--- src/rx_params.svh ---
// Purpose: constants of the autobaud serial receiver
// Assumes: 10 MHz ref_clk, AXI4-Lite register access
// Notes: divisor counts ref_clk cycles across eight bit periods
`ifndef RX_PARAMS_SVH
`define RX_PARAMS_SVH
// ==================================================
// register map (byte addresses)
`define OFS_DATA 5'h00
`define OFS_STATUS 5'h04
`define OFS_CTRL 5'h08
`define OFS_BAUD 5'h0c
// status field positions
`define ST_FERR 0
`define ST_SERR 1
`define ST_WFB 2
`define ST_DONE 3
`define ST_PERR 4
// receive_mode_field encodings
`define MODE_NORMAL 2'h0
`define MODE_DOUBLE 2'h1
`define MODE_GENERIC 2'h2
`define MODE_LIN 2'h3
// ==================================================
// recovery and autobaud figures
`define BAUD_RST 16'h0340
`define ACC_STEP 17'h00080
`define SPB_NORM 5'h10
`define SPB_DBL 5'h08
`define SF_NORM 5'h08
`define SF_DBL 5'h04
`define BRK_MIN 4'hc
`define BAUD_MIN 17'h00064
`define BAUD_MAX 17'h0ffff
`define SYNC_EDGES 3'h5
`define RESP_OK 2'h0
`define RESP_ERR 2'h2
`endif

--- src/rx_pkg.sv ---
// Purpose: types of the autobaud serial receiver
// Assumes: rx_params.svh holds the numbers
// Notes: whole module state is one packed struct
package rx_pkg;
   typedef enum logic [2:0] {ST_IDLE, ST_START, ST_DATA, ST_STOP, ST_BRK, ST_SYNC_ST,
      ST_SYNC_CNT, ST_SYNC_END} rx_state_t;
   typedef struct packed {
      logic r1, r2, lp;
      rx_state_t st;
      logic [16:0] acc;
      logic [4:0] scnt;
      logic [1:0] lows;
      logic [2:0] bitn;
      logic [7:0] shreg, data;
      logic rx_valid, ferr, serr, perr, done, wait_for_break_bit, learned, pid_pend;
      logic [1:0] mode;
      logic [15:0] baud;
      logic [3:0] lowcnt;
      logic [16:0] mcnt, q2;
      logic [2:0] edges;
      logic aw_h, w_h, awrdy, wrdy, bvalid, arrdy, rvalid;
      logic [4:0] waddr;
      logic [31:0] wdata, rdata;
      logic [3:0] wstrb;
      logic [1:0] bresp, rresp;
   } state_t;
endpackage
--- src/rx_autobaud.sv ---
// Purpose: asynchronous receive path with clock/data recovery and autobaud
// Assumes: one clock, rx_line is asynchronous, AXI4-Lite slave
// Notes:
// Operation
// - falling edge from idle starts qualification, first low is sample one
// - votes at samples 8,9,10 (double 4,5,6); two lows accept start
// - fewer than two lows rejects start; repeated for every start
// - sixteen samples per bit normal, eight in double speed
// - majority of three centre samples decides each data bit
// - only the first stop bit is sampled
// - low stop bit sets the frame error flag
// - new start edge accepted right after the stop vote samples
// - mode 0x01 doubles the rate, eight samples per bit
// - vote window first sample 8, middle 9; double 4 and 5
// - autobaud break is twelve or more low cycles, then sync expected
// - sync start edge starts clock counter over eight bits; count is divisor
// - generic mode with wait-for-break accepts a break of any length
// - generic mode loads divisor only for counts 0x0064 to 0xffff
// - lin mode ignores wait-for-break, break needs twelve low clocks
// - bad lin sync sets sync error flag, divisor unchanged
// - mode 0x00 normal sixteen samples, 0x01 double eight samples
// - lin mode checks parity only on the protected identifier
//
// The implementer's own choices: register access over AXI4-Lite and the register offsets.
`timescale 1ns/10ps
`default_nettype none
`include "rx_params.svh"
module rx_autobaud
   import rx_pkg::*;
(
   input wire logic ref_clk,
   input wire logic rst_b,
   input wire logic rx_line,
   input wire logic [4:0] s_axi_awaddr,
   input wire logic s_axi_awvalid,
   output logic s_axi_awready,
   input wire logic [31:0] s_axi_wdata,
   input wire logic [3:0] s_axi_wstrb,
   input wire logic s_axi_wvalid,
   output logic s_axi_wready,
   output logic [1:0] s_axi_bresp,
   output logic s_axi_bvalid,
   input wire logic s_axi_bready,
   input wire logic [4:0] s_axi_araddr,
   input wire logic s_axi_arvalid,
   output logic s_axi_arready,
   output logic [31:0] s_axi_rdata,
   output logic [1:0] s_axi_rresp,
   output logic s_axi_rvalid,
   input wire logic s_axi_rready,
   output logic frame_error,
   output logic sync_field_error_flag
);
   state_t q, d;
   logic tick, dbl, autob, lin, low_maj, dec, fall, wr_go, rd_go, brk_ok;
   logic [4:0] spb, sf, snext;
   logic [16:0] acc_n, dev;

   // ==================================================
   // sample timing and vote window
   // mode zero is normal, mode one double speed
   // double speed halves samples per bit at the same tick rate
   assign dbl = (q.mode == `MODE_DOUBLE);
   // modes two and three are the autobaud modes
   assign autob = q.mode[1];
   assign lin = (q.mode == `MODE_LIN);
   assign spb = dbl ? `SPB_DBL : `SPB_NORM;
   // first vote sample, middle follows it
   assign sf = dbl ? `SF_DBL : `SF_NORM;
   assign snext = (q.scnt == spb) ? 5'h01 : q.scnt + 5'h01;
   assign acc_n = q.acc + `ACC_STEP;
   // tiny divisors would let the accumulator run away, so tick every clock
   assign tick = ({1'b0, q.baud} <= `ACC_STEP) || (acc_n >= {1'b0, q.baud});
   // decision taken on the third vote sample
   assign dec = tick && (snext == sf + 5'h02);
   // two or three lows make a low bit
   assign low_maj = (q.lows + {1'b0, ~q.r2}) >= 2'h2;
   assign fall = q.lp && !q.r2;
   // wait-for-break only counts in generic mode
   // lin mode needs twelve low clocks
   assign brk_ok = !q.r2 && ((q.lowcnt >= `BRK_MIN) || (q.mode == `MODE_GENERIC && q.wait_for_break_bit));
   assign dev = (q.mcnt > {q.q2[14:0], 2'b00}) ? q.mcnt - {q.q2[14:0], 2'b00}
      : {q.q2[14:0], 2'b00} - q.mcnt;
   assign wr_go = q.aw_h && q.w_h && !q.bvalid;
   assign rd_go = s_axi_arvalid && q.arrdy;

   // ==================================================
   // next state of the whole block
   always_comb begin
      d = q;
      // software clears go first so that a hardware event in the same cycle wins
      if (wr_go && q.waddr == `OFS_STATUS && q.wstrb[0]) begin
         d.ferr = q.ferr & !q.wdata[`ST_FERR];
         d.serr = q.serr & !q.wdata[`ST_SERR];
         d.perr = q.perr & !q.wdata[`ST_PERR];
         d.done = q.done & !q.wdata[`ST_DONE];
      end
      // a data read consumes the byte unless a new one lands now
      if (rd_go && s_axi_araddr == `OFS_DATA) begin
         d.rx_valid = 1'b0;
      end
      // two-flop synchroniser, first stage read only by the second
      d.r1 = rx_line;
      d.r2 = q.r1;
      d.lp = q.r2;
      d.lowcnt = q.r2 ? 4'h0 : ((q.lowcnt == 4'hf) ? q.lowcnt : q.lowcnt + 4'h1);
      if (tick) begin
         d.acc = ({1'b0, q.baud} <= `ACC_STEP) ? 17'h0 : acc_n - {1'b0, q.baud};
      end else begin
         d.acc = acc_n;
      end
      case (q.st)
         ST_IDLE: begin
            if (autob && (!q.learned || q.wait_for_break_bit) && brk_ok) begin
               // break seen, sync field expected next
               d.st = ST_BRK;
               d.wait_for_break_bit = 1'b0;
            end else if (tick && !q.r2 && (!autob || q.learned)) begin
               // first low sample is sample one
               d.st = ST_START;
               d.scnt = 5'h01;
               d.lows = 2'h0;
            end
         end
         ST_START: begin
            if (tick) begin
               d.scnt = snext;
               if (snext >= sf && snext < sf + 5'h02 && !q.r2) begin
                  d.lows = q.lows + 2'h1;
               end
               if (dec) begin
                  // reject unless two of three were low
                  d.st = low_maj ? ST_DATA : ST_IDLE;
                  d.lows = 2'h0;
                  d.bitn = 3'h0;
               end
            end
         end
         ST_DATA, ST_STOP: begin
            if (tick) begin
               d.scnt = snext;
               // only the first two vote samples count, the third is read live;
               // the tail samples of a bit would otherwise wrap the two-bit count
               if (snext >= sf && snext < sf + 5'h02 && !q.r2) begin
                  d.lows = q.lows + 2'h1;
               end
               if (dec && q.st == ST_DATA) begin
                  // shift in the voted level, lsb first
                  d.shreg = {!low_maj, q.shreg[7:1]};
                  d.lows = 2'h0;
                  d.bitn = q.bitn + 3'h1;
                  if (q.bitn == 3'h7) begin
                     d.st = ST_STOP;
                  end
               end else if (dec) begin
                  // only the first stop bit is looked at
                  // low stop bit is a frame error
                  // back to idle right after the vote samples
                  d.st = ST_IDLE;
                  d.lows = 2'h0;
                  d.data = q.shreg;
                  d.rx_valid = 1'b1;
                  d.done = 1'b1;
                  if (low_maj) begin
                     d.ferr = 1'b1;
                  end
                  // identifier parity, only on the frame after a lin sync
                  if (lin && q.pid_pend) begin
                     d.pid_pend = 1'b0;
                     d.learned = 1'b0;
                     if (q.shreg[6] != ^{q.shreg[0], q.shreg[1], q.shreg[2], q.shreg[4]} ||
                        q.shreg[7] != !(^{q.shreg[1], q.shreg[3], q.shreg[4], q.shreg[5]})) begin
                        d.perr = 1'b1;
                     end
                  end
               end
            end
         end
         ST_BRK: begin
            if (q.r2) begin
               d.st = ST_SYNC_ST;
            end
         end
         ST_SYNC_ST: begin
            // counter starts on the sync start edge
            if (fall) begin
               d.st = ST_SYNC_CNT;
               d.mcnt = 17'h1;
               d.edges = 3'h1;
            end
         end
         ST_SYNC_CNT: begin
            d.mcnt = q.mcnt + 17'h1;
            if (fall) begin
               d.edges = q.edges + 3'h1;
               if (q.edges == 3'h1) begin
                  d.q2 = q.mcnt;
               end
            end
            if ((fall && q.edges == `SYNC_EDGES - 3'h1) || q.mcnt == 17'h1ffff) begin
               // fifth falling edge closes eight bit periods
               d.st = ST_SYNC_END;
               if (lin && (q.mcnt > `BAUD_MAX || q.mcnt < `BAUD_MIN || dev > {3'h0, q.mcnt[16:3]}
                  || !fall)) begin
                  // pattern not 0x55, keep the old divisor
                  d.serr = 1'b1;
               end else if (q.mcnt >= `BAUD_MIN && q.mcnt <= `BAUD_MAX && fall) begin
                  // only counts inside the valid range load the divisor
                  d.baud = q.mcnt[15:0];
                  d.learned = 1'b1;
                  d.pid_pend = lin;
               end
            end
         end
         ST_SYNC_END: begin
            if (q.r2) begin
               d.st = ST_IDLE;
            end
         end
         default: begin
            d.st = ST_IDLE;
         end
      endcase
      // write channel: address and data taken in either order
      if (s_axi_awvalid && q.awrdy) begin
         d.aw_h = 1'b1;
         d.awrdy = 1'b0;
         d.waddr = s_axi_awaddr;
      end
      if (s_axi_wvalid && q.wrdy) begin
         d.w_h = 1'b1;
         d.wrdy = 1'b0;
         d.wdata = s_axi_wdata;
         d.wstrb = s_axi_wstrb;
      end
      if (wr_go) begin
         d.bvalid = 1'b1;
         d.bresp = `RESP_OK;
         d.aw_h = 1'b0;
         d.w_h = 1'b0;
         case (q.waddr)
            `OFS_STATUS: begin
               // writing one arms wait-for-break; flag clears sit at the top
               if (q.wstrb[0]) begin
                  d.wait_for_break_bit = d.wait_for_break_bit | q.wdata[`ST_WFB];
               end
            end
            `OFS_CTRL: begin
               if (q.wstrb[0]) begin
                  d.mode = q.wdata[1:0];
                  d.learned = 1'b0;
                  d.pid_pend = 1'b0;
               end
            end
            `OFS_BAUD: begin
               if (q.wstrb[0]) begin
                  d.baud[7:0] = q.wdata[7:0];
               end
               if (q.wstrb[1]) begin
                  d.baud[15:8] = q.wdata[15:8];
               end
            end
            `OFS_DATA: begin
            end
            default: begin
               d.bresp = `RESP_ERR;
            end
         endcase
      end
      if (q.bvalid && s_axi_bready) begin
         d.bvalid = 1'b0;
         d.awrdy = 1'b1;
         d.wrdy = 1'b1;
      end
      // read channel: one read at a time, data reads clear the valid bit
      if (rd_go) begin
         d.arrdy = 1'b0;
         d.rvalid = 1'b1;
         d.rresp = `RESP_OK;
         d.rdata = 32'h0;
         case (s_axi_araddr)
            `OFS_DATA: d.rdata = {23'h0, q.rx_valid, q.data};
            `OFS_STATUS: d.rdata = {27'h0, q.perr, q.done, q.wait_for_break_bit, q.serr, q.ferr};
            `OFS_CTRL: d.rdata = {28'h0, q.learned, 1'b0, q.mode};
            `OFS_BAUD: d.rdata = {16'h0, q.baud};
            default: d.rresp = `RESP_ERR;
         endcase
      end
      if (q.rvalid && s_axi_rready) begin
         d.rvalid = 1'b0;
         d.arrdy = 1'b1;
      end
   end

   // ==================================================
   // the single state register
   always_ff @(posedge ref_clk or negedge rst_b) begin
      if (!rst_b) begin
         q <= '0;
         q.r1 <= 1'b1;
         q.r2 <= 1'b1;
         q.lp <= 1'b1;
         q.st <= ST_IDLE;
         q.baud <= `BAUD_RST;
         q.awrdy <= 1'b1;
         q.wrdy <= 1'b1;
         q.arrdy <= 1'b1;
      end else begin
         q <= d;
      end
   end

   // outputs straight from the state register
   assign s_axi_awready = q.awrdy;
   assign s_axi_wready = q.wrdy;
   assign s_axi_bvalid = q.bvalid;
   assign s_axi_bresp = q.bresp;
   assign s_axi_arready = q.arrdy;
   assign s_axi_rvalid = q.rvalid;
   assign s_axi_rdata = q.rdata;
   assign s_axi_rresp = q.rresp;
   assign frame_error = q.ferr;
   assign sync_field_error_flag = q.serr;
endmodule
`default_nettype wire

--- config.mk ---
export PLATFORM = sky130hd
export DESIGN_NAME = rx_autobaud
export DESIGN_NICKNAME = d
export VERILOG_FILES = /design/src/rx_pkg.sv /design/src/rx_autobaud.sv
export VERILOG_INCLUDE_DIRS = /design/src
export SDC_FILE = /design/constraint.sdc
export NUM_CORES = 1
export LEC_CHECK = 0
export BUFFER_PORTS_ARGS = -buffer_cell sky130_fd_sc_hd__buf_4
export CAP_MARGIN = 25
export CORE_MARGIN = 5
export CORE_UTILIZATION = 35
export DETAILED_ROUTE_END_ITERATION = 10
export PLACE_DENSITY = 0.53
export SYNTH_ARGS = -nofsm -noshare
export SYNTH_HDL_FRONTEND = slang
export SYNTH_SLANG_ARGS = --single-unit
--- constraint.sdc ---
create_clock -name ref_clk -period 4.29 [get_ports ref_clk]
set_clock_uncertainty 0.05 [all_clocks]
set_input_delay 0 -clock ref_clk [delete_from_list [all_inputs] [get_ports ref_clk]]
set_output_delay 0 -clock ref_clk [all_outputs]
set_load 0.01 [all_outputs]
==> summary.md <==
| Metric | Value |
|---|---|
| Max Fanout on Critical Path | 8 |
| Htree depth | 4 |
| Worst slack at placement | -178.7 ps |
| Maximum number of pins on one net before global-route repair | 102 |
| Reg2reg start | q[111] |
| Slew HR | 50.47% |
| Worst-skew pair later-pin latency | 440 ps |
| DRC | 0 |
| Worst EP arrival | 4630 ps |
| Synth Area in Compound Gates | 18.42% |
| Max reg flops | 134 |
| Most Crowded Layer GR | met2 |
| Vias in the first global route | 9044 |
| RR Endpoint | q[128] |
| Mux cell area share after synthesis | 5.877% |
| Delay of the slowest critical-path stage | 380 ps |
| I/O pins | 97 |
| XOR/XNOR share of the synthesized area | 3.732% |
| Commonest non-fill, non-tap cells in the layout | 159 x buf_4, 153 x dfrtp_1, 130 x nand2_1, 75 x inv_1, 74 x o21ai_0 |
| Clock buffer depth | 2 |
| CTS tree | built |
| Final setup fails | 18 |
| RSZ-0062 raised after global routing | yes |
| Simple-gate area share of the yosys netlist | 17.01% |
| Post-synth EDFFs | 0 |
| Clk slew on worst S/H paths | 70 ps |
| Starting density of the core | 35.54% |
| Largest family of logic cells by synthesized area | compound AO/OA/AOI/OAI gates |
| Largest delay share family, worst path | compound AO/OA/AOI/OAI gates |
| Hold Path Depth | 3 |
| Mapped Cells | 1169 |
| P_leak | 5.974 nW |
| Worst path bufs/invs | 5 |
| PnR worst setup slack | -118.0 ps |
| Hold Path Origin | s_axi_araddr[2] |
| Final Critical Period | 4408 ps |
| Synth Area in Adders | 9.265% |
| Setup slack, reg-to-reg | -120 ps |
| Worst Setup Start Kind | flip-flop |
| Netlist cell types | 77 |
| TritonCTS buffer count | 17 |
| Worst setup path category | reg -> reg |
| Routed Antenna Nets | 0 |
| Pwr/cell area | 710.0 mW/mm2 |
| Final hold violations | 0 |
| Critical path startpoint | q[111] |
| Area grow syn2layout | 25.75% |
| Share of cells above drive strength 1 | 23.23% |
| Clock root cell | clkbuf_16 |
| WHS | 31.51 ps |
| Slew Viols, Final | 0 |
| Failing checks | negative setup slack |
| Async S/R FF share, synth | 100.0% |
| CP required | 4510 ps |
| Post-detail-place hpwl | 22.48 mm |
| Flops & latches, synth | 162 |
| Worst-Margin Slew | 740.7 ps |
| Wire per inst | 17.55 um |
| Avg Cell Area, Syn | 9.033 um2 |
| GRT overflow | 0 |
| Largest register by flop count | q |
| Die ar. | 0.03375 mm2 |
| Routability cong. | 0.9359 |
| Main synth FF type | dfrtp_1 |
| Nets | 1461 |
| Crit-path slowest cell | dfrtp_1 |
| Reg2Reg Depth | 23 |
| Synth top area share | 36.26% |
| Antenna cell count | 0 |
| Die span in y | 183.7 um |
| Initial antenna violation count | 0 |
| Period utilization | 102.7% |
| Global Route met2 Usage | 27.83% |
| Gr usage total | 18.02% |
| Fmax | 226.9 MHz |
| Min-Delay Endpoint | s_axi_rdata[0] |
| Biggest area consumer among synthesized cells | dfrtp_1 |
| 1st-iter DRT viols | 668 |
| Leading cell type in the layout, fill and taps excluded | buf_4 |
| Setup tns final | -1493 ps |
| Top post-synthesis cells by area | dfrtp_1 36%, ha_1 8.9%, nand2_1 4.7% |
| Met3 Usage GRT | 3.245% |
| Grt met1 use | 25.99% |
| Pre-antenna DRT Iters | 5 |
| Crit end category | flip-flop |
| Status | finished, violations left |
| Core area | 0.02972 mm2 |
| Yosys warns | 0 |
| Peak supply drop | 0.4056 mV |
| Crit path top cell by count | buf_4 |
| Chip width | 183.7 um |
| Total wire length | 30.41 mm |
| MaxCap Viol Count | 0 |
| Synth Cell Area | 0.01056 mm2 |
| Worst hold path type | in -> reg |
| First-pass GRT wire length | 48.85 mm |
| Buffers added on ports | 60 |
| Vias/cell | 5.289 |
| FP Rows | 63 |
| Vias | 9165 |
| TritonCTS Sinks | 162 |
| Fill count | 2842 |
| Crit-path cells | buf_4 -> ha_2 -> a211oi_2 -> o21a_1 -> nor3_1 -> buf_4 -> o31ai_4 -> nand2_4 -> buf_4 -> buf_4 -> a21oi_1 -> xor2_1 -> ha_1 -> nand2_1 -> a21oi_1 -> a211oi_2 -> nand3_2 -> a21oi_4 -> nand3_2 -> o22a_4 -> buf_12 -> nand3_1 -> a31oi_1 |
| Sequential-to-total area share from yosys stat | 38.50% |
| Worst path depth | 23 |
final cells by class:
cell class	count	area, um2	share of cell area (%)
inverter	79	296.5	2.233
sequential	162	4065	30.61
multi-input combinational	862	6087	45.84
timing repair buffer	208	1753	13.20
clock buffer	21	460.4	3.467
clock inverter	11	128.9	0.9705
tap	390	488.0	3.675
per-layer routing:
metal | part of all wire (%) | routed length, um | vias up
met5 | 0 | 0 | -
met4 | 2.1 | 637 | 0
met3 | 5.2 | 1580 | 44
li1 | - | - | 4461
met1 | 48 | 14600 | 4423
met2 | 45 | 13590 | 237
worst max path at each step:
| stage | to | slack [ps] |
|---|---|---|
| 6_report | q[128] | -120 |
| 5_1_grt | q[136] | -320 |
| 4_1_cts | q[129] | -40 |
| 3_5_place_dp | q[126] | -180 |
| 3_3_place_gp | q[125] | -120 |
| 2_1_floorplan | q[135] | 10 |
synth_stat cells, drive strengths merged (4+ instances only):
master / instances
dfrtp: 153
nand2: 132
o21ai: 79
inv: 78
ha: 75
a21oi: 69
nor2: 61
nand3: 57
buf: 43
mux2: 42
clkbuf: 40
o211ai: 26
xnor2: 25
nand4: 22
a31oi: 21
xor2: 20
a21o: 18
nor2b: 16
nor3: 15
a22o: 13
a22oi: 9
and2: 9
and3: 9
dfstp: 9
nor4: 9
a211oi: 8
mux2i: 8
o31ai: 7
or3: 7
a21boi: 6
nor3b: 6
nand2b: 5
or2: 5
a2111oi: 4
o2bb2ai: 4
or4: 4
report_power, final:
part           switching [W]  internal, W  total (W)
registers           0.000338      0.00185    0.00219
logic                0.00305      0.00262    0.00567
clock network       0.000668     0.000894    0.00156
repair_timing:
item | CTS | global route
setup buffers | 5 | 7
resized for setup | 32 | 24
hold buffers | 39 | 1
cloned | 1 | 0
pin swaps | 27 | 33
endpoints found under the setup margin | 19 | 19
hold endpoints to repair | 133 | 9
worst reg2reg max path, stage by stage (launching register included):
cell      delay, ps
dfrtp_1         380
buf_4           150
ha_2            190
a211oi_2        260
o21a_1          180
nor3_1           60
buf_4           140
o31ai_4         290
nand2_4         140
buf_4           180
buf_4           140
a21oi_1         160
xor2_1          210
ha_1            290
nand2_1          90
a21oi_1          50
a211oi_2        250
nand3_2         140
a21oi_4         210
nand3_2         100
o22a_4          270
buf_12          160
nand3_1          80
a31oi_1         100
through the flow:
stage	instance area [um2]	power, W	utilization, %	cells
final	13280	0.009429	44.68	1733
after global placement	11840	0.007375	39.84	1646
after floorplan	10660	0.005785	-	1186
after global routing	13280	0.01017	44.68	1733
after detailed placement	11840	0.007392	39.84	1646
after CTS	13060	0.009200	43.93	1723
cells by family (layout without fill, tap and decap cells):
kind of cell | Yosys count | after routing
adders and majority gates | 77 | 77
buffers and inverters | 162 | 319
other | 1 | 18
xor gates and xnor gates | 45 | 45
AOI/OAI and AO/OA | 298 | 298
muxes | 53 | 53
DFF | 162 | 162
and+or+nand+nor | 371 | 371
Power figures use the tool's default switching activity.
